**src/rtl/adc_seq_pkg.sv**
```systemverilog
// Shared constants and types of the single-channel converter sequencer
`default_nettype none
package adc_seq_pkg;
   // Register offsets (byte addresses)
   localparam logic [7:0] OFS_CTRL_FIRST  = 8'h00;
   localparam logic [7:0] OFS_CTRL_SECOND = 8'h04;
   localparam logic [7:0] OFS_INSEL       = 8'h08;
   localparam logic [7:0] OFS_MODE        = 8'h0c;
   localparam logic [7:0] OFS_REFCTRL     = 8'h10;
   localparam logic [7:0] OFS_IRQ_STATUS  = 8'h14;
   localparam logic [7:0] OFS_IRQ_MASK    = 8'h18;
   localparam logic [7:0] OFS_RESULT0     = 8'h20;
   localparam logic [7:0] OFS_RESULT7     = 8'h3c;
   // Field positions
   localparam int POS_START       = 0;
   localparam int POS_EXTEND      = 0;
   localparam int POS_WIDTH10     = 1;
   localparam int POS_ASSIST_EN   = 2;
   localparam int POS_ASSIST_CHG  = 3;
   localparam int POS_CH_LO       = 0;
   localparam int POS_GRP_LO      = 4;
   localparam int POS_MODE_LO     = 0;
   localparam int POS_TRIG_LO     = 4;
   localparam int POS_REF_ROUTE   = 0;
   localparam int POS_IRQ_DONE    = 0;
   // Reset values
   localparam logic [31:0] RST_ZERO = 32'h0000_0000;
   // Timing, in converter clock cycles
   localparam int CONV_CYC_PLAIN  = 40;
   localparam int CONV_CYC_ASSIST = 42;
   localparam int ASSIST_PRE_CYC  = CONV_CYC_ASSIST - CONV_CYC_PLAIN;
   localparam logic [5:0] CONV_PLAIN_T  = 6'(CONV_CYC_PLAIN);
   localparam logic [5:0] ASSIST_PRE_T  = 6'(ASSIST_PRE_CYC);
   // Encodings
   localparam logic [1:0] TRIG_SOFT  = 2'h0;
   localparam logic [1:0] TRIG_TIMER = 2'h2;
   localparam logic [1:0] TRIG_EXT   = 2'h3;
   localparam logic [1:0] MODE_ONESHOT = 2'h0;
   localparam logic [1:0] MODE_REPEAT0 = 2'h1;
   localparam int RESULT_W = 10;
   typedef enum logic [1:0] {ST_IDLE, ST_ASSIST, ST_CONV} seq_e;
   typedef struct packed {
      logic [7:0]  addr;
      logic [31:0] wdata;
      logic        wr;
      logic        rd;
   } bus_req_s;
   typedef struct packed {
      logic [3:0] source;
      logic       isRef;
   } chan_s;
endpackage
`default_nettype wire

```
**src/rtl/adc_single_channel_sequencer.sv**
```systemverilog
// Single-channel converter sequencer: one-shot and repeat mode 0 control
//
// The implementer's own choices: the address map and strobed register access.
`default_nettype none
module adc_single_channel_sequencer
   import adc_seq_pkg::*;
#(
   parameter int RW = RESULT_W
) (
   // Clock and reset
   input  wire logic          clk,
   input  wire logic          arst_n,
   // Register port
   input  wire logic [7:0]    regAddr,
   input  wire logic [31:0]   regWdata,
   input  wire logic          regWr,
   input  wire logic          regRd,
   output logic      [31:0]   regRdata,
   // Trigger sources
   input  wire logic          timerMatch,
   input  wire logic          extTrigPin,
   // Analog front end
   input  wire logic [RW-1:0] convSample,
   output logic      [3:0]    analogSelect,
   output logic               refRouteOn,
   output logic               sampleEnable,
   output logic               capPrecharge,
   output logic               capDischarge,
   // Interrupt
   output logic               irq
);
   bus_req_s req;
   assign req = '{addr: regAddr, wdata: regWdata, wr: regWr, rd: regRd};

   // Software-visible control state
   logic       start_ff, nxt_start;
   logic [3:0] second_ff, nxt_second;
   logic [5:0] insel_ff, nxt_insel;
   logic [5:0] mode_ff, nxt_mode;
   logic       route_ff, nxt_route;
   logic       stat_ff, nxt_stat;
   logic       mask_ff, nxt_mask;
   logic [31:0] rdata_ff, nxt_rdata;
   logic       rdRes_ff, nxt_rdRes;
   // Sequencer state
   seq_e       state_ff, nxt_state;
   logic [5:0] cnt_ff, nxt_cnt;
   logic [3:0] sel_ff, nxt_sel;
   logic       refOn_ff, nxt_refOn;
   logic       samp_ff, nxt_samp;
   logic       pre_ff, nxt_pre;
   logic       dis_ff, nxt_dis;
   logic       irq_ff, nxt_irq;
   logic       we_ff, nxt_we;
   logic [2:0] wa_ff, nxt_wa;
   logic [RW-1:0] wd_ff, nxt_wd;
   // Synchronisers
   logic       extS1_ff, extS2_ff, extS3_ff;
   logic       tmrS1_ff, tmrS2_ff, tmrS3_ff;

   logic [1:0] trig, mode;
   logic       extend, width10, assistEn, assistChg;
   logic       trigEvt, done, validMode, swStop;
   logic [RW-1:0] resData;
   chan_s      chan;

   assign extend    = second_ff[POS_EXTEND];
   assign width10   = second_ff[POS_WIDTH10];
   assign assistEn  = second_ff[POS_ASSIST_EN];
   assign assistChg = second_ff[POS_ASSIST_CHG];
   assign trig      = mode_ff[POS_TRIG_LO +: 2];
   assign mode      = mode_ff[POS_MODE_LO +: 2];
   assign validMode = (mode == MODE_ONESHOT) || (mode == MODE_REPEAT0);

   // Maps a channel to its result register slot
   function automatic logic [2:0] slot_of(input chan_s c);
      if (c.isRef) begin
         return 3'h0;
      end
      return (c.source < 4'h8) ? c.source[2:0] : {1'b0, c.source[1:0]};
   endfunction

   always_comb begin
      chan.isRef  = extend && route_ff && validMode;
      chan.source = 4'({insel_ff[POS_GRP_LO +: 2], 2'b00}) + {1'b0, insel_ff[POS_CH_LO +: 3]};
      if (insel_ff[POS_GRP_LO +: 2] == 2'h1) begin
         chan.source = {1'b1, insel_ff[POS_CH_LO +: 3]};
      end else if (insel_ff[POS_GRP_LO +: 2] == 2'h0) begin
         chan.source = {1'b0, insel_ff[POS_CH_LO +: 3]};
      end
      if (chan.source > 4'hb) begin
         chan.source = 4'hb;
      end
   end

   // Pins are asynchronous; the second and third stages feed the edge detector
   always_ff @(posedge clk or negedge arst_n) begin
      if (!arst_n) begin
         extS1_ff <= 1'b1;
         extS2_ff <= 1'b1;
         extS3_ff <= 1'b1;
         tmrS1_ff <= 1'b0;
         tmrS2_ff <= 1'b0;
         tmrS3_ff <= 1'b0;
      end else begin
         extS1_ff <= extTrigPin;
         extS2_ff <= extS1_ff;
         extS3_ff <= extS2_ff;
         tmrS1_ff <= timerMatch;
         tmrS2_ff <= tmrS1_ff;
         tmrS3_ff <= tmrS2_ff;
      end
   end

   always_comb begin
      unique case (trig)
         TRIG_TIMER: trigEvt = tmrS2_ff && !tmrS3_ff;
         TRIG_EXT:   trigEvt = !extS2_ff && extS3_ff;
         default:    trigEvt = 1'b1;
      endcase
   end

   assign done   = (state_ff == ST_CONV) && (cnt_ff == 6'h1);
   assign swStop = req.wr && (req.addr == OFS_CTRL_FIRST) && !req.wdata[POS_START];
   assign resData = width10 ? convSample : {2'b00, convSample[RW-1:2]};

   // Register file next values
   always_comb begin
      nxt_start  = start_ff;
      nxt_second = second_ff;
      nxt_insel  = insel_ff;
      nxt_mode   = mode_ff;
      nxt_route  = route_ff;
      nxt_mask   = mask_ff;
      nxt_stat   = stat_ff;
      nxt_rdRes  = 1'b0;
      nxt_rdata  = '0;
      if (done && mode == MODE_ONESHOT && trig == TRIG_SOFT) begin
         nxt_start = 1'b0;
      end
      if (req.wr) begin
         unique case (req.addr)
            OFS_CTRL_FIRST:  nxt_start  = req.wdata[POS_START];
            OFS_CTRL_SECOND: nxt_second = req.wdata[3:0];
            OFS_INSEL:       nxt_insel  = req.wdata[5:0];
            OFS_MODE:        nxt_mode   = req.wdata[5:0];
            OFS_REFCTRL:     nxt_route  = req.wdata[POS_REF_ROUTE];
            OFS_IRQ_STATUS:  nxt_stat   = stat_ff && !req.wdata[POS_IRQ_DONE];
            OFS_IRQ_MASK:    nxt_mask   = req.wdata[POS_IRQ_DONE];
            default:         ;
         endcase
      end
      // one-shot completion sets status, set beats clear
      if (done && mode == MODE_ONESHOT && !swStop) begin
         nxt_stat = 1'b1;
      end
      if (req.rd) begin
         unique case (req.addr)
            OFS_CTRL_FIRST:  nxt_rdata = {31'h0, start_ff};
            OFS_CTRL_SECOND: nxt_rdata = {28'h0, second_ff};
            OFS_INSEL:       nxt_rdata = {26'h0, insel_ff};
            OFS_MODE:        nxt_rdata = {26'h0, mode_ff};
            OFS_REFCTRL:     nxt_rdata = {31'h0, route_ff};
            OFS_IRQ_STATUS:  nxt_rdata = {31'h0, stat_ff};
            OFS_IRQ_MASK:    nxt_rdata = {31'h0, mask_ff};
            default: begin
               nxt_rdRes = (req.addr >= OFS_RESULT0) && (req.addr <= OFS_RESULT7)
                           && (req.addr[1:0] == 2'b00);
            end
         endcase
      end
   end

   // Sequencer next values
   always_comb begin
      nxt_state = state_ff;
      nxt_cnt   = cnt_ff;
      nxt_sel   = sel_ff;
      nxt_refOn = refOn_ff;
      nxt_samp  = 1'b0;
      nxt_pre   = 1'b0;
      nxt_dis   = 1'b0;
      nxt_we    = 1'b0;
      nxt_wa    = wa_ff;
      nxt_wd    = wd_ff;
      unique case (state_ff)
         ST_IDLE: begin
            if (start_ff && !swStop && trigEvt && validMode) begin
               nxt_sel   = chan.source;
               nxt_refOn = chan.isRef;
               nxt_wa    = slot_of(chan);
               if (assistEn) begin
                  nxt_state = ST_ASSIST;
                  nxt_cnt   = ASSIST_PRE_T;
               end else begin
                  nxt_state = ST_CONV;
                  nxt_cnt   = CONV_PLAIN_T;
               end
            end
         end
         ST_ASSIST: begin
            nxt_pre = assistChg;
            nxt_dis = !assistChg;
            nxt_cnt = cnt_ff - 6'h1;
            if (cnt_ff == 6'h1) begin
               nxt_state = ST_CONV;
               nxt_cnt   = CONV_PLAIN_T;
            end
         end
         ST_CONV: begin
            nxt_samp = 1'b1;
            nxt_cnt  = cnt_ff - 6'h1;
            if (done) begin
               nxt_samp = 1'b0;
               // slot by channel, reference into slot zero
               nxt_we    = 1'b1;
               nxt_wd    = resData;
               nxt_state = ST_IDLE;
               if (mode == MODE_REPEAT0 && !swStop) begin
                  nxt_state = assistEn ? ST_ASSIST : ST_CONV;
                  nxt_cnt   = assistEn ? ASSIST_PRE_T : CONV_PLAIN_T;
               end
            end
         end
      endcase
      // abort on clear, no result; repeat also ends at done if mode is rewritten
      if (swStop && state_ff != ST_IDLE) begin
         nxt_state = ST_IDLE;
         nxt_we    = 1'b0;
         nxt_samp  = 1'b0;
         nxt_pre   = 1'b0;
         nxt_dis   = 1'b0;
      end
      // no interrupt in repeat, status gated by swStop above
      nxt_irq = (nxt_stat && mask_ff);
   end

   always_ff @(posedge clk or negedge arst_n) begin
      if (!arst_n) begin
         start_ff  <= 1'b0;
         second_ff <= 4'h0;
         insel_ff  <= 6'h00;
         mode_ff   <= 6'h00;
         route_ff  <= 1'b0;
         stat_ff   <= 1'b0;
         mask_ff   <= 1'b0;
         rdata_ff  <= RST_ZERO;
         rdRes_ff  <= 1'b0;
         state_ff  <= ST_IDLE;
         cnt_ff    <= 6'h00;
         sel_ff    <= 4'h0;
         refOn_ff  <= 1'b0;
         samp_ff   <= 1'b0;
         pre_ff    <= 1'b0;
         dis_ff    <= 1'b0;
         irq_ff    <= 1'b0;
         we_ff     <= 1'b0;
         wa_ff     <= 3'h0;
         wd_ff     <= '0;
      end else begin
         start_ff  <= nxt_start;
         second_ff <= nxt_second;
         insel_ff  <= nxt_insel;
         mode_ff   <= nxt_mode;
         route_ff  <= nxt_route;
         stat_ff   <= nxt_stat;
         mask_ff   <= nxt_mask;
         rdata_ff  <= nxt_rdata;
         rdRes_ff  <= nxt_rdRes;
         state_ff  <= nxt_state;
         cnt_ff    <= nxt_cnt;
         sel_ff    <= nxt_sel;
         refOn_ff  <= nxt_refOn;
         samp_ff   <= nxt_samp;
         pre_ff    <= nxt_pre;
         dis_ff    <= nxt_dis;
         irq_ff    <= nxt_irq;
         we_ff     <= nxt_we;
         wa_ff     <= nxt_wa;
         wd_ff     <= nxt_wd;
      end
   end

   logic [RW-1:0] resRd;
   result_store #(.W(RW)) u_store (
      .clk   (clk),
      .arst_n(arst_n),
      .we    (we_ff),
      .waddr (wa_ff),
      .wdata (wd_ff),
      .raddr (req.addr[4:2]),
      .rdata (resRd)
   );

   // Result reads come from the memory's own output register
   assign regRdata     = rdRes_ff ? 32'(resRd) : rdata_ff;
   assign analogSelect = sel_ff;
   assign refRouteOn   = refOn_ff;
   assign sampleEnable = samp_ff;
   assign capPrecharge = pre_ff;
   assign capDischarge = dis_ff;
   assign irq          = irq_ff;

   // Assertions; a software abort may legally cut either phase short
   a_conv_length: assert property (@(posedge clk) disable iff (!arst_n || swStop)
      $rose(state_ff == ST_CONV) |-> (state_ff == ST_CONV) [*8])
      else $error("conversion shorter than expected");
   a_repeat_noirq: assert property (@(posedge clk) disable iff (!arst_n)
      (mode == MODE_REPEAT0 && done) |=> !$rose(stat_ff))
      else $error("repeat mode raised status");
   a_abort_nowrite: assert property (@(posedge clk) disable iff (!arst_n)
      (swStop && state_ff != ST_IDLE) |=> !we_ff && state_ff == ST_IDLE)
      else $error("abort did not stop");
   a_done_clears: assert property (@(posedge clk) disable iff (!arst_n)
      (done && mode == MODE_ONESHOT && trig == TRIG_SOFT && !req.wr) |=> !start_ff)
      else $error("start bit not cleared");
   a_oneshot_irq: assert property (@(posedge clk) disable iff (!arst_n)
      (done && mode == MODE_ONESHOT && !swStop) |=> stat_ff)
      else $error("no completion status");
   a_ref_slot: assert property (@(posedge clk) disable iff (!arst_n)
      (we_ff && refOn_ff) |-> wa_ff == 3'h0)
      else $error("reference result in wrong slot");
   a_repeat_keeps: assert property (@(posedge clk) disable iff (!arst_n)
      (mode == MODE_REPEAT0 && done && !req.wr) |=> start_ff)
      else $error("repeat cleared start");
   a_assist_first: assert property (@(posedge clk) disable iff (!arst_n || swStop)
      $rose(state_ff == ST_ASSIST) |-> ##1 (pre_ff || dis_ff))
      else $error("assist not applied");
endmodule
`default_nettype wire

```
**src/rtl/result_store.sv**
```systemverilog
// Eight-entry result memory with registered read data
`default_nettype none
module result_store #(
   parameter int W = 10
) (
   // Clock and reset
   input  wire logic         clk,
   input  wire logic         arst_n,
   // Write side
   input  wire logic         we,
   input  wire logic [2:0]   waddr,
   input  wire logic [W-1:0] wdata,
   // Read side
   input  wire logic [2:0]   raddr,
   output logic      [W-1:0] rdata
);
   logic [W-1:0] mem [8];
   logic [W-1:0] rdata_ff;
   logic [W-1:0] nxt_rdata;

   always_comb begin
      nxt_rdata = mem[raddr];
   end

   // Contents left unreset; undefined after reset as the converter results are
   always_ff @(posedge clk) begin
      if (we) begin
         mem[waddr] <= wdata;
      end
   end

   always_ff @(posedge clk or negedge arst_n) begin
      if (!arst_n) begin
         rdata_ff <= '0;
      end else begin
         rdata_ff <= nxt_rdata;
      end
   end
   assign rdata = rdata_ff;
endmodule
`default_nettype wire

```
**config.mk**
```make
export PLATFORM = sky130hd
export DESIGN_NAME = adc_single_channel_sequencer
export DESIGN_NICKNAME = d
export VERILOG_FILES = /design/src/rtl/adc_seq_pkg.sv /design/src/rtl/adc_single_channel_sequencer.sv /design/src/rtl/result_store.sv
export SDC_FILE = /design/constraint.sdc
export NUM_CORES = 1
export LEC_CHECK = 0
export BUFFER_PORTS_ARGS = -buffer_cell sky130_fd_sc_hd__buf_2
export CORE_MARGIN = 2
export CORE_UTILIZATION = 50
export CTS_CLUSTER_DIAMETER = 80
export DETAILED_ROUTE_END_ITERATION = 8
export PLACE_DENSITY = 0.71
export RECOVER_POWER = 50
export SYNTH_ARGS = -nofsm -noshare
export SYNTH_HDL_FRONTEND = slang
export SYNTH_HIERARCHICAL = 1
export SYNTH_SLANG_ARGS = --single-unit
```
**constraint.sdc**
```tcl
create_clock -name clk -period 4 [get_ports clk]
set_input_delay 0.2 -clock clk [delete_from_list [all_inputs] [get_ports clk]]
set_output_delay 0.2 -clock clk [all_outputs]
set_load 0.1 [all_outputs]
```
* Word level (Yosys, flattened, before mapping)
Memories as Yosys holds them, arrays and structs flattened. A register that Yosys moved wholly into a read port is not among the register bits.
Index checks and enable logic that the tools add are counted.
** Storage, ports and cells
- Register bits :: 90
- Memories kept :: 1
- RAM bits :: 80
- Bits of input ports :: 56
** Cells by class
- Mux-type cells :: 47
- Equal/unequal tests :: 17
- Reduce and logical (&&, ||, !) cells :: 42
- $add $sub $neg :: 2
- $lt $le $gt $ge :: 4
** Memory list
- u_store.mem :: depth 8, bits a word 10, read ports 1, clocked after memory_dff 1, write ports 1, RTL line result_store.sv:17 : logic [W-1:0] mem [8];
** Operator list (count)
- $pmux 6 s7 :: 1
- $mux 6 :: 6
- $mux 32 :: 1
- $eq 8x5->1 const B :: 3
- $mux 1 :: 23
- $logic_and 1x1->1 :: 19
- $pmux 6 s3 :: 1
- $eq 8x4->1 const B :: 2
- $reduce_and 2->1 :: 7
- $mux 2 :: 6
- $mux 4 :: 3
- $logic_not 2->1 :: 5
- $mux 10 :: 1
- $mux 3 :: 3
- $eq 8x3->1 const B :: 1
- $ge 8x6->1 const B :: 1
- $le 8x6->1 const B :: 1
- $logic_not 8->1 :: 1
- $reduce_or 7->1 :: 1
- $eq 2x1->1 const B :: 3
- $eq 2x2->1 const B :: 3
- $eq 6x1->1 const B :: 1
- $logic_not 1->1 :: 6
- $ne 3x3->1 const B :: 2
- 11 further kinds :: 11

* Depth between registers and ports, before layout
Gate-level depths: netlist of the first run.
- Depth in word-level cells :: 10
- Gate-level depth with buffers :: 8

* Hierarchy
The synthesis of the first run kept the hierarchy.
** By module, submodules not included
- result_store :: seq. area each 2652.5 sq um, instances 1, area each 3383.2 sq um, cells each 138
- adc_single_channel_sequencer :: seq. area each 1605.3 sq um, instances 1, area each 3382.0 sq um, cells each 319

* Worst setup path after synthesis of the first run
OpenSTA, ideal clock, no wires.
- Kind :: reg2reg
- Start :: register state_ff[0]
- End :: register cnt_ff[5]
- Stages on the path, launching flop included :: 8
- Data arrival time :: 1.787 ns
- Data required time :: 3.928 ns
- Path slack :: 2.141 ns
- Cells stage by stage :: dfrtp_1 > inv_1 > ha_1 > clkbuf_1 > nand4_1 > or3_1 > a311oi_1 > nand4b_1
** On the way
- Cells in the longest elaborated chain, start to end :: 4
- Elaborated cells on any way between the ends :: 7
- Classes of those cells :: 3 x eq/ne; 2 x mux; 2 x reduce/logical
** Ends and longest elaborated chain
- start, declared :: RTL line adc_single_channel_sequencer.sv:46 : seq_e state_ff, nxt_state;
- start signal, assigned :: RTL line adc_single_channel_sequencer.sv:270 : state_ff <= nxt_state;
- $eq 2x2->1 :: RTL line adc_single_channel_sequencer.sv:123, adc_single_channel_sequencer.sv:186
- $logic_and 1x1->1 :: RTL line adc_single_channel_sequencer.sv:123 : assign done = (state_ff == ST_CONV) && (cnt_ff == 6'h1);
- $mux 6 :: RTL line adc_single_channel_sequencer.sv:213 : if (done) begin
- $pmux 6 s3 :: RTL line adc_single_channel_sequencer.sv:186 : unique case (state_ff)
- end signal, assigned :: RTL line adc_single_channel_sequencer.sv:271 : cnt_ff <= nxt_cnt;
- end, declared :: RTL line adc_single_channel_sequencer.sv:47 : logic [5:0] cnt_ff, nxt_cnt;
Parallel ways exist; a longest one is shown, timed or not.
A chain may end at the register's enable or synchronous reset.

* Final worst setup path of the first run
- Start :: input regAddr[6]
- End :: register state_ff[0]
** On the way
- Cells in the longest elaborated chain, start to end :: 9
- Elaborated cells on any way between the ends :: 17
- Classes of those cells :: 3 x eq/ne; 4 x mux; 10 x reduce/logical
** Ends and longest elaborated chain
- start, declared :: RTL line adc_single_channel_sequencer.sv:14 : input wire logic [7:0] regAddr,
- $logic_not 8->1 (*) :: RTL line adc_single_channel_sequencer.sv:124 : assign swStop = req.wr && (req.addr == OFS_CTRL_FIRST) && !req.wdata[POS_START];
- $logic_and 1x1->1 (*) (2 in a row) :: RTL line adc_single_channel_sequencer.sv:124
- $logic_not 1->1 :: RTL line adc_single_channel_sequencer.sv:188, adc_single_channel_sequencer.sv:219
- $logic_and 1x1->1, on equally long branches :: RTL line adc_single_channel_sequencer.sv:219, adc_single_channel_sequencer.sv:188
- $mux 2 / $logic_and 1x1->1 (equally long branches) :: RTL line adc_single_channel_sequencer.sv:219, adc_single_channel_sequencer.sv:188
- $mux 2 / $logic_and 1x1->1 (equally long branches) :: RTL line adc_single_channel_sequencer.sv:213, adc_single_channel_sequencer.sv:188
- $pmux 2 s3 / $ne 3x3->1 (equally long branches)
- $mux 2 / $reduce_and 3->1 (equally long branches)
Mark *: on every way between the ends. The rest lies on a longest branch, timed or not. The select of a mux whose other input is x is not followed.

==> impl_metrics.json, run 1 <==
{
  "totalWireLength_um": 13100,
  "stdcell_count": 701,
  "crit_type": "primary input to flop",
  "status": "finished with violations",
  "total_power_uw": 4530,
  "powerDensity_nw_per_um2": 587,
  "ys_async_sr_fraction_pct": 48.1,
  "num_rows": 42,
  "clock_latency_ns": 0.42,
  "die-area_um2": 14500,
  "place_inst": 664,
  "grt_max_degree": 75,
  "hold_path.class": "primary input to flop",
  "critPathCaptureType": "flop",
  "max_cap_violations": 1,
  "routed_via_density": 5.67,
  "drive_above_1_share_pct": 25.1,
  "globalRouteOverflowTotal": 0,
  "final-max-slew-violation-count": 75,
  "hpwl_um": 8290,
  "start_kind": "primary input",
  "clk_pin_slew_ns": 0.06,
  "ios": 97,
  "worst_path_most_repeated_cell": "nor3_1",
  "crit_path_max_incr_delay_ns": 0.65,
  "cts-root-buf": "clkbuf_16",
  "die_w_um": 120,
  "syn_area_um2": 6770,
  "syn-instance-count": 457,
  "htree_levels": 4,
  "cts_sinks": 154,
  "grt_pass1_vias": 3906,
  "io_buffers": 48,
  "vias": 3976,
  "rsz0062_at_grt": "no",
  "fin_skew_ns": 0.00711,
  "fin_nets": 574,
  "grt_use_total_pct": 19.4,
  "die_y_um": 120,
  "ys.flop_type": "edfxtp_1",
  "worst_pin_slew_ns": 1.84,
  "yosys.cell_types.count": 54,
  "synth_edf_count": 80,
  "crit_required_ns": 4.34,
  "finalSetupTns_ns": 0,
  "antenna_cells": 0,
  "cts_tree": "done",
  "leakagePower_uw": 0.00314,
  "critPathMaxFanout": 7,
  "core_um2": 13200,
  "syn_area_per_cell_um2": 14.8,
  "hold_viol": 0,
  "path_cells": "dlygate4sd3_1, buf_2, nor3_1, nand4_1, nor3_1, o31a_1, mux2i_1",
  "clock.fmax_mhz": 411,
  "dr.pass1.iters": 5,
  "initialDrtViolationCount": 302,
  "antenna_found_initial": 0,
  "slew-limit-headroom_pct": -22.8,
  "slowest_stage": "nor3_1",
  "violations": "max-capacitance violations, max-slew violations",
  "ys_ff_latch": 154,
  "wl_per_cell_um": 18.7,
  "yosysSeqAreaShare_pct": 62.9,
  "setup_violations": 0,
  "worst_ep_arrival_time_ns": 2.77,
  "numCtsBuffers": 17,
  "drc_errors": 0,
  "initial_utilization_pct": 51.1,
  "cts_buffer_depth": 2,
  "drtAntennaViolNets": 0,
  "vdd_drop_max_uv": 441,
  "yosys_warnings": 6,
  "fin_crit_sh_pct": 60.8,
  "area_delta_synth_final_pct": 14.1,
  "gp_congestion": 0.853,
  "post_cts_buffers": 0,
  "layout.filler_cells": 1020,
  "period_needed_ns": 2.43,
  "grt_pass1_wl_um": 21000
}
==> metal layers <==
| layer | GRT usage (%) | routed length (um) | up-vias |
|---|---|---|---|
| met5 | 0 | 0 | - |
| li1 | - | - | 1808 |
| met2 | 31.3 | 6480 | 125 |
| met3 | 4.72 | 560 | 21 |
| met1 | 26.4 | 5890 | 2022 |
| met4 | 5.89 | 158 | 0 |
==> metrics by stage <==
stage	utilization (%)	area, um^2	hold slack (ns)	setup slack (ns)
2_1_floorplan	-	6840	-0.0956	2.14
6_report	58.3	7720	0.0290	1.57
4_1_cts	58.3	7720	0.0182	1.57
3_5_place_dp	53.4	7080	0.309	1.22
3_3_place_gp	53.4	7080	0.305	1.31
5_1_grt	58.3	7720	0.0172	1.34
==> synth_stat cells, drive strengths merged, types with 5 or more instances <==
master | n | area (um^2)
a21oi | 6 | 30.0
nand3 | 5 | 25.0
or3 | 5 | 32.5
nor3 | 10 | 50.1
inv | 13 | 48.8
edfxtp | 80 | 2400
mux2i | 14 | 140
nor2 | 26 | 97.6
mux4 | 20 | 526
buf | 30 | 223
mux2 | 44 | 495
a31oi | 5 | 31.3
nand2 | 27 | 101
a22oi | 5 | 37.5
clkbuf | 10 | 38.8
o21ai | 16 | 83.8
and2 | 5 | 31.3
nand2b | 5 | 31.3
ha | 6 | 75.1
dfrtp | 71 | 1780
==> layout by cell type, fill, tap and decap left out, types with 6 or more instances in the layout <==
cell and count:
clkbuf_16 17, nor2_1 26, inv_1 13, buf_2 44, nand2_1 27, ha_1 6
dfrtp_1 71, clkbuf_1 7, mux2_2 44, o21ai_0 15, conb_1 22, mux4_1 20
nor3_1 8, edfxtp_1 80, a21oi_1 6, mux2i_1 14
==> path summary, 6_finish.rpt <==
check,start,end,slack (ns),cells after the start
min reg2reg,tmrS1_ff$_DFF_PN0_,tmrS2_ff$_DFF_PN0_,0.35,0
max in group asynchronous,arst_n,wd_ff[8]$_DFFE_PN0P_,2.08,2
max,regAddr[6],state_ff[0]$_DFFE_PN0P_,1.57,7
min in group asynchronous,arst_n,analogSelect[3]$_DFFE_PN0P_,0.81,2
min,regWdata[4],insel_ff[4]$_DFFE_PN0P_,0.03,2
max reg2reg,cnt_ff[3]$_DFFE_PN0P_,cnt_ff[5]$_DFFE_PN0P_,1.78,6
==> worst max-delay path: cells and delay by family <==
kind                   cells  cell delay, ns
AOI/OAI and AO/OA          1            0.28
buffers and inverters      2            0.68
muxes                      1            0.20
and+or+nand+nor            3            1.41
==> cell type report <==
type	count	area [um^2]	share of cell area (%)
Tap cell	176	220	2.85
Inverter	13	48.8	0.632
Sequential cell	154	4260	55.2
Clock inverter	10	141	1.83
Clock buffer	22	454	5.89
Multi-Input combinational cell	271	2290	29.7
Timing Repair Buffer	55	302	3.91
==> sequential cells by signal, summed over array words and instances (netlist names), 2 cells and up <==
| signal | flops |
|---|---|
| u_store/mem | 80 |
| u_store/rdata | 10 |
| wd_ff | 10 |
| cnt_ff | 6 |
| insel_ff | 6 |
| mode_ff | 6 |
| rdata_ff | 6 |
| analogSelect | 4 |
| second_ff | 4 |
| wa_ff | 3 |
| state_ff | 2 |
==> power by group <==
part	internal, uW	switching, uW	total, uW	leakage, uW
registers	1910	177	2090	0.00163
clock network	999	600	1600	0.000275
logic	259	583	842	0.00123
total	3170	1360	4530	0.00313
==> logic make-up after synthesis <==
family	synth area share, %
multiplexers	17.2
flip-flops	62.9
other	0.0554
adder cells (fa/ha/maj)	1.11
AO/OA/AOI/OAI	5.70
buffers and inverters	4.59
AND/OR/NAND/NOR	8.45
==> timing repair <==
action | CTS | global route
endpoints found under the hold margin | 74 | 0
resized for setup | 0 | 0
hold buffers | 5 | 0
Power figures use the tool's default switching activity.
==> run 2, diff against run 1 <==
--- a/config.mk
+++ b/config.mk
@@ -5,6 +5,7 @@
 export SDC_FILE = /design/constraint.sdc
 export NUM_CORES = 1
 export LEC_CHECK = 0
+export ABC_AREA = 1
 export BUFFER_PORTS_ARGS = -buffer_cell sky130_fd_sc_hd__buf_2
 export CORE_MARGIN = 2
 export CORE_UTILIZATION = 50
==> constraint.sdc (replaced) <==
create_clock -name clk -period 2.4 [get_ports clk]
set_input_delay 0.12 -clock clk [delete_from_list [all_inputs] [get_ports clk]]
set_output_delay 0.12 -clock clk [all_outputs]
set_load 0.1 [all_outputs]
==> impl_metrics.json, run 2 <==
{
  "die_y_um": 125,
  "drive_above_1_share_pct": 15.2,
  "clk_pin_slew_ns": 0.06,
  "internal_power_uw": 5000,
  "ys.flop_type": "edfxtp_1",
  "crit_required_ns": 2.28,
  "vias": 5061,
  "fin_crit_sh_pct": 73.6,
  "worst_ep_arrival_time_ns": 1.65,
  "grt_pass1_vias": 4933,
  "yosys_warnings": 6,
  "period_needed_ns": 1.77,
  "yosysSeqAreaShare_pct": 58.6,
  "synth.largest_area_cell": "edfxtp_1",
  "antenna_found_initial": 0,
  "area_delta_synth_final_pct": 13.3,
  "clock_latency_ns": 0.42,
  "ys_async_sr_fraction_pct": 48.1,
  "status": "finished, final reports clean",
  "initial_utilization_pct": 50.6,
  "ios": 97,
  "die-area_um2": 15500,
  "grt_pass1_wl_um": 24300,
  "crit_type": "flop to output pin",
  "drc_errors": 0,
  "layout_common_cells": "nand2_1, inv_1, edfxtp_1",
  "hpwl_um": 9330,
  "routed_via_density": 4.82,
  "cts_tree": "done",
  "regMostFlops": "u_store/mem",
  "clock.fmax_mhz": 566,
  "whs_path_depth": 3,
  "antenna_cells": 0,
  "layout_commonest_cell": "nand2_1",
  "final_core_util_pct": 57.3,
  "synth_area_leaders": "edfxtp_1, dfrtp_1, nand2_1",
  "ys_ff_latch": 154,
  "num_rows": 44,
  "powerDensity_nw_per_um2": 880,
  "finalSetupTns_ns": 0,
  "hold_viol": 0,
  "min_from": "convSample[0]",
  "start_kind": "flop",
  "syn_area_per_cell_um2": 9.25,
  "syn_area_um2": 7270,
  "synth_edf_count": 80,
  "drtAntennaViolNets": 0,
  "globalRouteOverflowTotal": 0,
  "fin_nets": 915,
  "totalWireLength_um": 14500,
  "grt_use_met3_pct": 3.99,
  "hold_ws_ns": 0.0191,
  "largest_reg_flops": 80,
  "cts_buffer_depth": 2,
  "comb_power_share_pct": 19.8,
  "io_buffers": 48,
  "synthTopCellsByCount": "nand2_1, inv_1, edfxtp_1, dfrtp_1, nand3_1",
  "use_met1_pct": 25.5,
  "critPathMaxFanout": 10,
  "fin_skew_ns": 0.0102,
  "grt_use_met2_pct": 33.8,
  "leakagePower_uw": 0.00403,
  "yosys.cell_types.count": 42,
  "syn-instance-count": 786,
  "final-max-slew-violation-count": 0,
  "cts_sinks": 154,
  "slew-limit-headroom_pct": 36.8,
  "r2r_cells": 11,
  "grt_use_total_pct": 19.9,
  "p_sw_uw": 2250,
  "wl_per_cell_um": 13.8,
  "critPathCaptureType": "output pin",
  "post_cts_buffers": 0,
  "dr.pass1.iters": 6,
  "total_power_uw": 7250,
  "gp_congestion": 0.858,
  "reg2reg_from": "state_ff[0]$_DFFE_PN0P_",
  "die_w_um": 125,
  "cts-root-buf": "clkbuf_16",
  "max_cap_violations": 0,
  "regToRegSetupSlack_ns": 0.76,
  "synth_top_area_share_pct": 33.1,
  "htree_levels": 4,
  "swShare_pct": 31.0,
  "r2r-end": "cnt_ff[5]$_DFFE_PN0P_",
  "rsz0062_at_grt": "no",
  "setup_violations": 0,
  "vdd_drop_max_uv": 734,
  "pwr-share-seq_pct": 46.1,
  "hold_path.class": "primary input to flop",
  "core_um2": 14400,
  "worst_pin_slew_ns": 0.949,
  "busiest_layer": "met2",
  "initialDrtViolationCount": 387,
  "min_to": "wd_ff[0]$_DFFE_PN0P_",
  "clkPwrFrac_pct": 34.1,
  "synth_most_common_cell": "nand2_1",
  "numCtsBuffers": 17,
  "grt_max_degree": 75
}
run 2: cell types whose count changed in the layout (fill, tap and decap cells not counted), moves of 13 or more:
cell	previous run	this run
nand2_1	27	233
inv_1	13	136
nand3_1	5	54
mux2_2	44	6
mux4_1	20	0
a21oi_1	6	21
mux2i_1	14	0
nand2_2	0	14
nor2_1	26	39
run 2: layout make-up:
cell class	count	area (um^2)
Multi-Input combinational cell	467	2220
Sequential cell	154	4260
Timing Repair Buffer	71	437
Tap cell	184	230
Inverter	142	544
Clock buffer	24	483
Clock inverter	8	67.6
Fill cell	1249	6130
run 2: critical path, stage by stage (launching register included):
cell,delay [ns]
dfrtp_1,0.55
mux2_2,0.38
buf_2,0.29
run 2: cell families (layout without fill, tap and decap cells):
logic type      Yosys count  after routing  synth area share, %
compound gates           68             68                 5.34
xor+xnor                  2              2                0.241
fa+ha+maj                 6              6                 1.03
buf+inv                 186            245                 12.0
flops                   154            154                 58.6
mux                       6              6                0.930
other cells               1             22               0.0516
simple gates            363            363                 21.8
run 2: worst max path at each step:
| stage | depth (start not counted) | slack [ns] | start | to |
|---|---|---|---|---|
| after floorplan | 8 | 0.96 | insel_ff[2]$_DFFE_PN0P_ | wa_ff[0]$_DFFE_PN0P_ |
| after global placement | 11 | 0.79 | state_ff[0]$_DFFE_PN0P_ | cnt_ff[3]$_DFFE_PN0P_ |
| after detailed placement | 11 | 0.77 | state_ff[0]$_DFFE_PN0P_ | cnt_ff[3]$_DFFE_PN0P_ |
| after CTS | 2 | 0.60 | rdRes_ff$_DFF_PN0_ | regRdata[4] |
| after global routing | 2 | 0.55 | rdRes_ff$_DFF_PN0_ | regRdata[3] |
| final | 2 | 0.63 | rdRes_ff$_DFF_PN0_ | regRdata[1] |
run 2: timing repair:
action,in CTS,in global routing
resized for setup,0,0
hold buffers,12,0
endpoints found under the hold margin,87,0
run 2: metal layers:
layer | vias to the layer above | part of all wire [%]
li1 | 2563 | -
met1 | 2331 | 43
met2 | 147 | 50
met3 | 20 | 5.4
met4 | 0 | 2.0
met5 | - | 0
run 2: metrics by stage:
stage	cells	cell area (um^2)	setup WS, ns
2_1_floorplan	807	7350	0.960
3_3_place_gp	1006	7570	0.788
3_5_place_dp	1006	7570	0.769
4_1_cts	1050	8250	0.603
5_1_grt	1050	8240	0.546
6_report	1050	8240	0.634
run 2: power by group through the flow:
stage	sequential (uW)	clock, uW	combinational [uW]
global placement	3380	0	1400
CTS	3340	2500	1440
floorplan	3510	0	1000
finish	3340	2470	1430
global route	3370	2620	1620
detailed placement	3390	0	1420
==> run 3, diff against run 2 <==
--- a/config.mk
+++ b/config.mk
@@ -11,7 +11,7 @@
 export CORE_UTILIZATION = 50
 export CTS_CLUSTER_DIAMETER = 80
 export DETAILED_ROUTE_END_ITERATION = 8
-export PLACE_DENSITY = 0.71
+export PLACE_DENSITY = 0.73
 export RECOVER_POWER = 50
 export SYNTH_ARGS = -nofsm -noshare
 export SYNTH_HDL_FRONTEND = slang
==> constraint.sdc (replaced) <==
create_clock -name clk -period 1.5 [get_ports clk]
set_input_delay 0.075 -clock clk [delete_from_list [all_inputs] [get_ports clk]]
set_output_delay 0.075 -clock clk [all_outputs]
set_load 0.1 [all_outputs]
==> impl_metrics.json, run 3 (synthesized netlist as in run 2, its figures left out) <==
{
  "core_um2": 14400,
  "worst_ep_arrival_time_ns": 1.43,
  "grt_pass1_wl_um": 25500,
  "clock.fmax_mhz": 665,
  "wl_per_cell_um": 14.5,
  "crit_type": "flop to output pin",
  "rsz0062_at_grt": "yes",
  "numCtsBuffers": 17,
  "slew-limit-headroom_pct": 64.4,
  "cts-root-buf": "clkbuf_16",
  "ios": 97,
  "clock_latency_ns": 0.43,
  "area_delta_synth_final_pct": 21.2,
  "whs_path_depth": 3,
  "grt_pass1_vias": 5159,
  "routed_via_density": 4.92,
  "fin_skew_ns": 0.0113,
  "critPathMaxFanout": 7,
  "worst_pin_slew_ns": 0.533,
  "htree_levels": 4,
  "status": "finished with violations",
  "start_kind": "flop",
  "antenna_found_initial": 0,
  "io_buffers": 48,
  "layout_commonest_cell": "nand2_1",
  "place_inst": 1027,
  "die_y_um": 125,
  "powerDensity_nw_per_um2": 1380,
  "min_to": "wd_ff[4]$_DFFE_PN0P_",
  "initialDrtViolationCount": 410,
  "stdcell_count": 1080,
  "regMostFlops": "u_store/mem",
  "final_core_util_pct": 61.3,
  "reg2reg_from": "cnt_ff[1]$_DFFE_PN0P_",
  "min_from": "convSample[4]",
  "total_power_uw": 12200,
  "totalWireLength_um": 15700,
  "drtAntennaViolNets": 0,
  "layout.filler_cells": 1162,
  "violations": "negative setup slack",
  "cts_tree": "done",
  "largest_reg_flops": 80,
  "vdd_drop_max_uv": 1240,
  "die_w_um": 125,
  "critPathCaptureType": "output pin",
  "drive_above_1_share_pct": 21.8,
  "final-max-slew-violation-count": 0,
  "die-area_um2": 15500,
  "cts_sinks": 154,
  "grt_use_total_pct": 21.2,
  "antenna_cells": 0,
  "hold_path.class": "primary input to flop",
  "regToRegSetupSlack_ns": 0.03,
  "leakagePower_uw": 0.00423,
  "r2r_cells": 11,
  "layout_common_cells": "nand2_1, inv_1, edfxtp_1",
  "crit_required_ns": 1.42,
  "r2r-end": "cnt_ff[5]$_DFFE_PN0P_",
  "clk_pin_slew_ns": 0.06,
  "num_rows": 44,
  "max_cap_violations": 0,
  "cts_buffer_depth": 2,
  "globalRouteOverflowTotal": 0,
  "drc_errors": 0,
  "dr.pass1.iters": 5,
  "setup_violations": 3,
  "fin_ws_ns": -0.00355,
  "hold_viol": 0,
  "period_needed_ns": 1.50,
  "hpwl_um": 10000,
  "fin_nets": 945,
  "gp_congestion": 0.878,
  "fin_crit_sh_pct": 100,
  "grt_max_degree": 41,
  "vias": 5314,
  "initial_utilization_pct": 50.6
}
-- run 3: cell types whose count changed in the layout (fill, tap and decap cells not counted), sizes merged --
| cell | previous run | this run |
|---|---|---|
| buf | 55 | 81 |
| dlygate4sd3 | 12 | 17 |
| inv | 140 | 145 |
| clkbuf | 28 | 24 |
| clkinv | 9 | 5 |
| clkinvlp | 0 | 3 |
| bufinv | 1 | 0 |
-- run 3: worst max-delay path by stage --
| stage | startpoint | to | cells past startpoint |
|---|---|---|---|
| final | rdRes_ff$_DFF_PN0_ | regRdata[0] | 2 |
| after global routing | cnt_ff[5]$_DFFE_PN0P_ | cnt_ff[3]$_DFFE_PN0P_ | 10 |
| after CTS | rdRes_ff$_DFF_PN0_ | regRdata[0] | 2 |
| after detailed placement | insel_ff[2]$_DFFE_PN0P_ | wa_ff[0]$_DFFE_PN0P_ | 8 |
| after global placement | insel_ff[2]$_DFFE_PN0P_ | wa_ff[0]$_DFFE_PN0P_ | 8 |
| after floorplan | insel_ff[2]$_DFFE_PN0P_ | wa_ff[0]$_DFFE_PN0P_ | 8 |
-- run 3: cell type report --
cell class / count / area (um^2) / area share [%]
inverter: 142 / 547 / 6.21
clock inverter: 11 / 81.3 / 0.923
sequential: 154 / 4260 / 48.4
multi-input combinational: 467 / 2360 / 26.8
tap: 184 / 230 / 2.61
timing repair buffer: 101 / 852 / 9.67
clock buffer: 21 / 482 / 5.47
-- run 3: report_power, final --
part	switching, uW	internal, uW
Combinational	1850	876
Clock	1720	2320
Sequential	418	4970
Total	3990	8170
-- run 3: what timing repair did --
action | CTS | global route
resized for setup | 37 | 45
setup buffers | 0 | 4
hold buffers | 17 | 0
hold endpoints to repair | 104 | 0
pin swaps | 0 | 12
setup endpoints to repair | 10 | 37
gates cloned | 0 | 0
-- run 3: per-layer routing --
| metal | global-route usage, % | wire [um] | up-vias |
|---|---|---|---|
| li1 | - | - | 2622 |
| met1 | 28.6 | 6850 | 2513 |
| met2 | 34.4 | 7800 | 164 |
| met3 | 4.12 | 889 | 15 |
| met4 | 7.80 | 167 | 0 |
| met5 | 0 | 0 | - |
-- run 3: stage by stage --
| stage | worst slack [ns] | setup TNS, ns | instance area (um^2) | hold WS [ns] |
|---|---|---|---|---|
| floorplan | 0.0603 | 0 | 7350 | -0.221 |
| global placement | 0.0186 | 0 | 7790 | -0.0167 |
| finish | -0.00355 | -0.00544 | 8810 | 0.0272 |
| global route | -0.0835 | -1.02 | 8810 | 0.0381 |
| detailed placement | 0.00806 | 0 | 7790 | -0.0180 |
| CTS | -0.0256 | -0.120 | 8650 | 0.000254 |
-- run 3: critical path, stage by stage (launching register included) --
cell,delay [ns]
dfrtp_2,0.49
mux2_4,0.34
buf_12,0.17
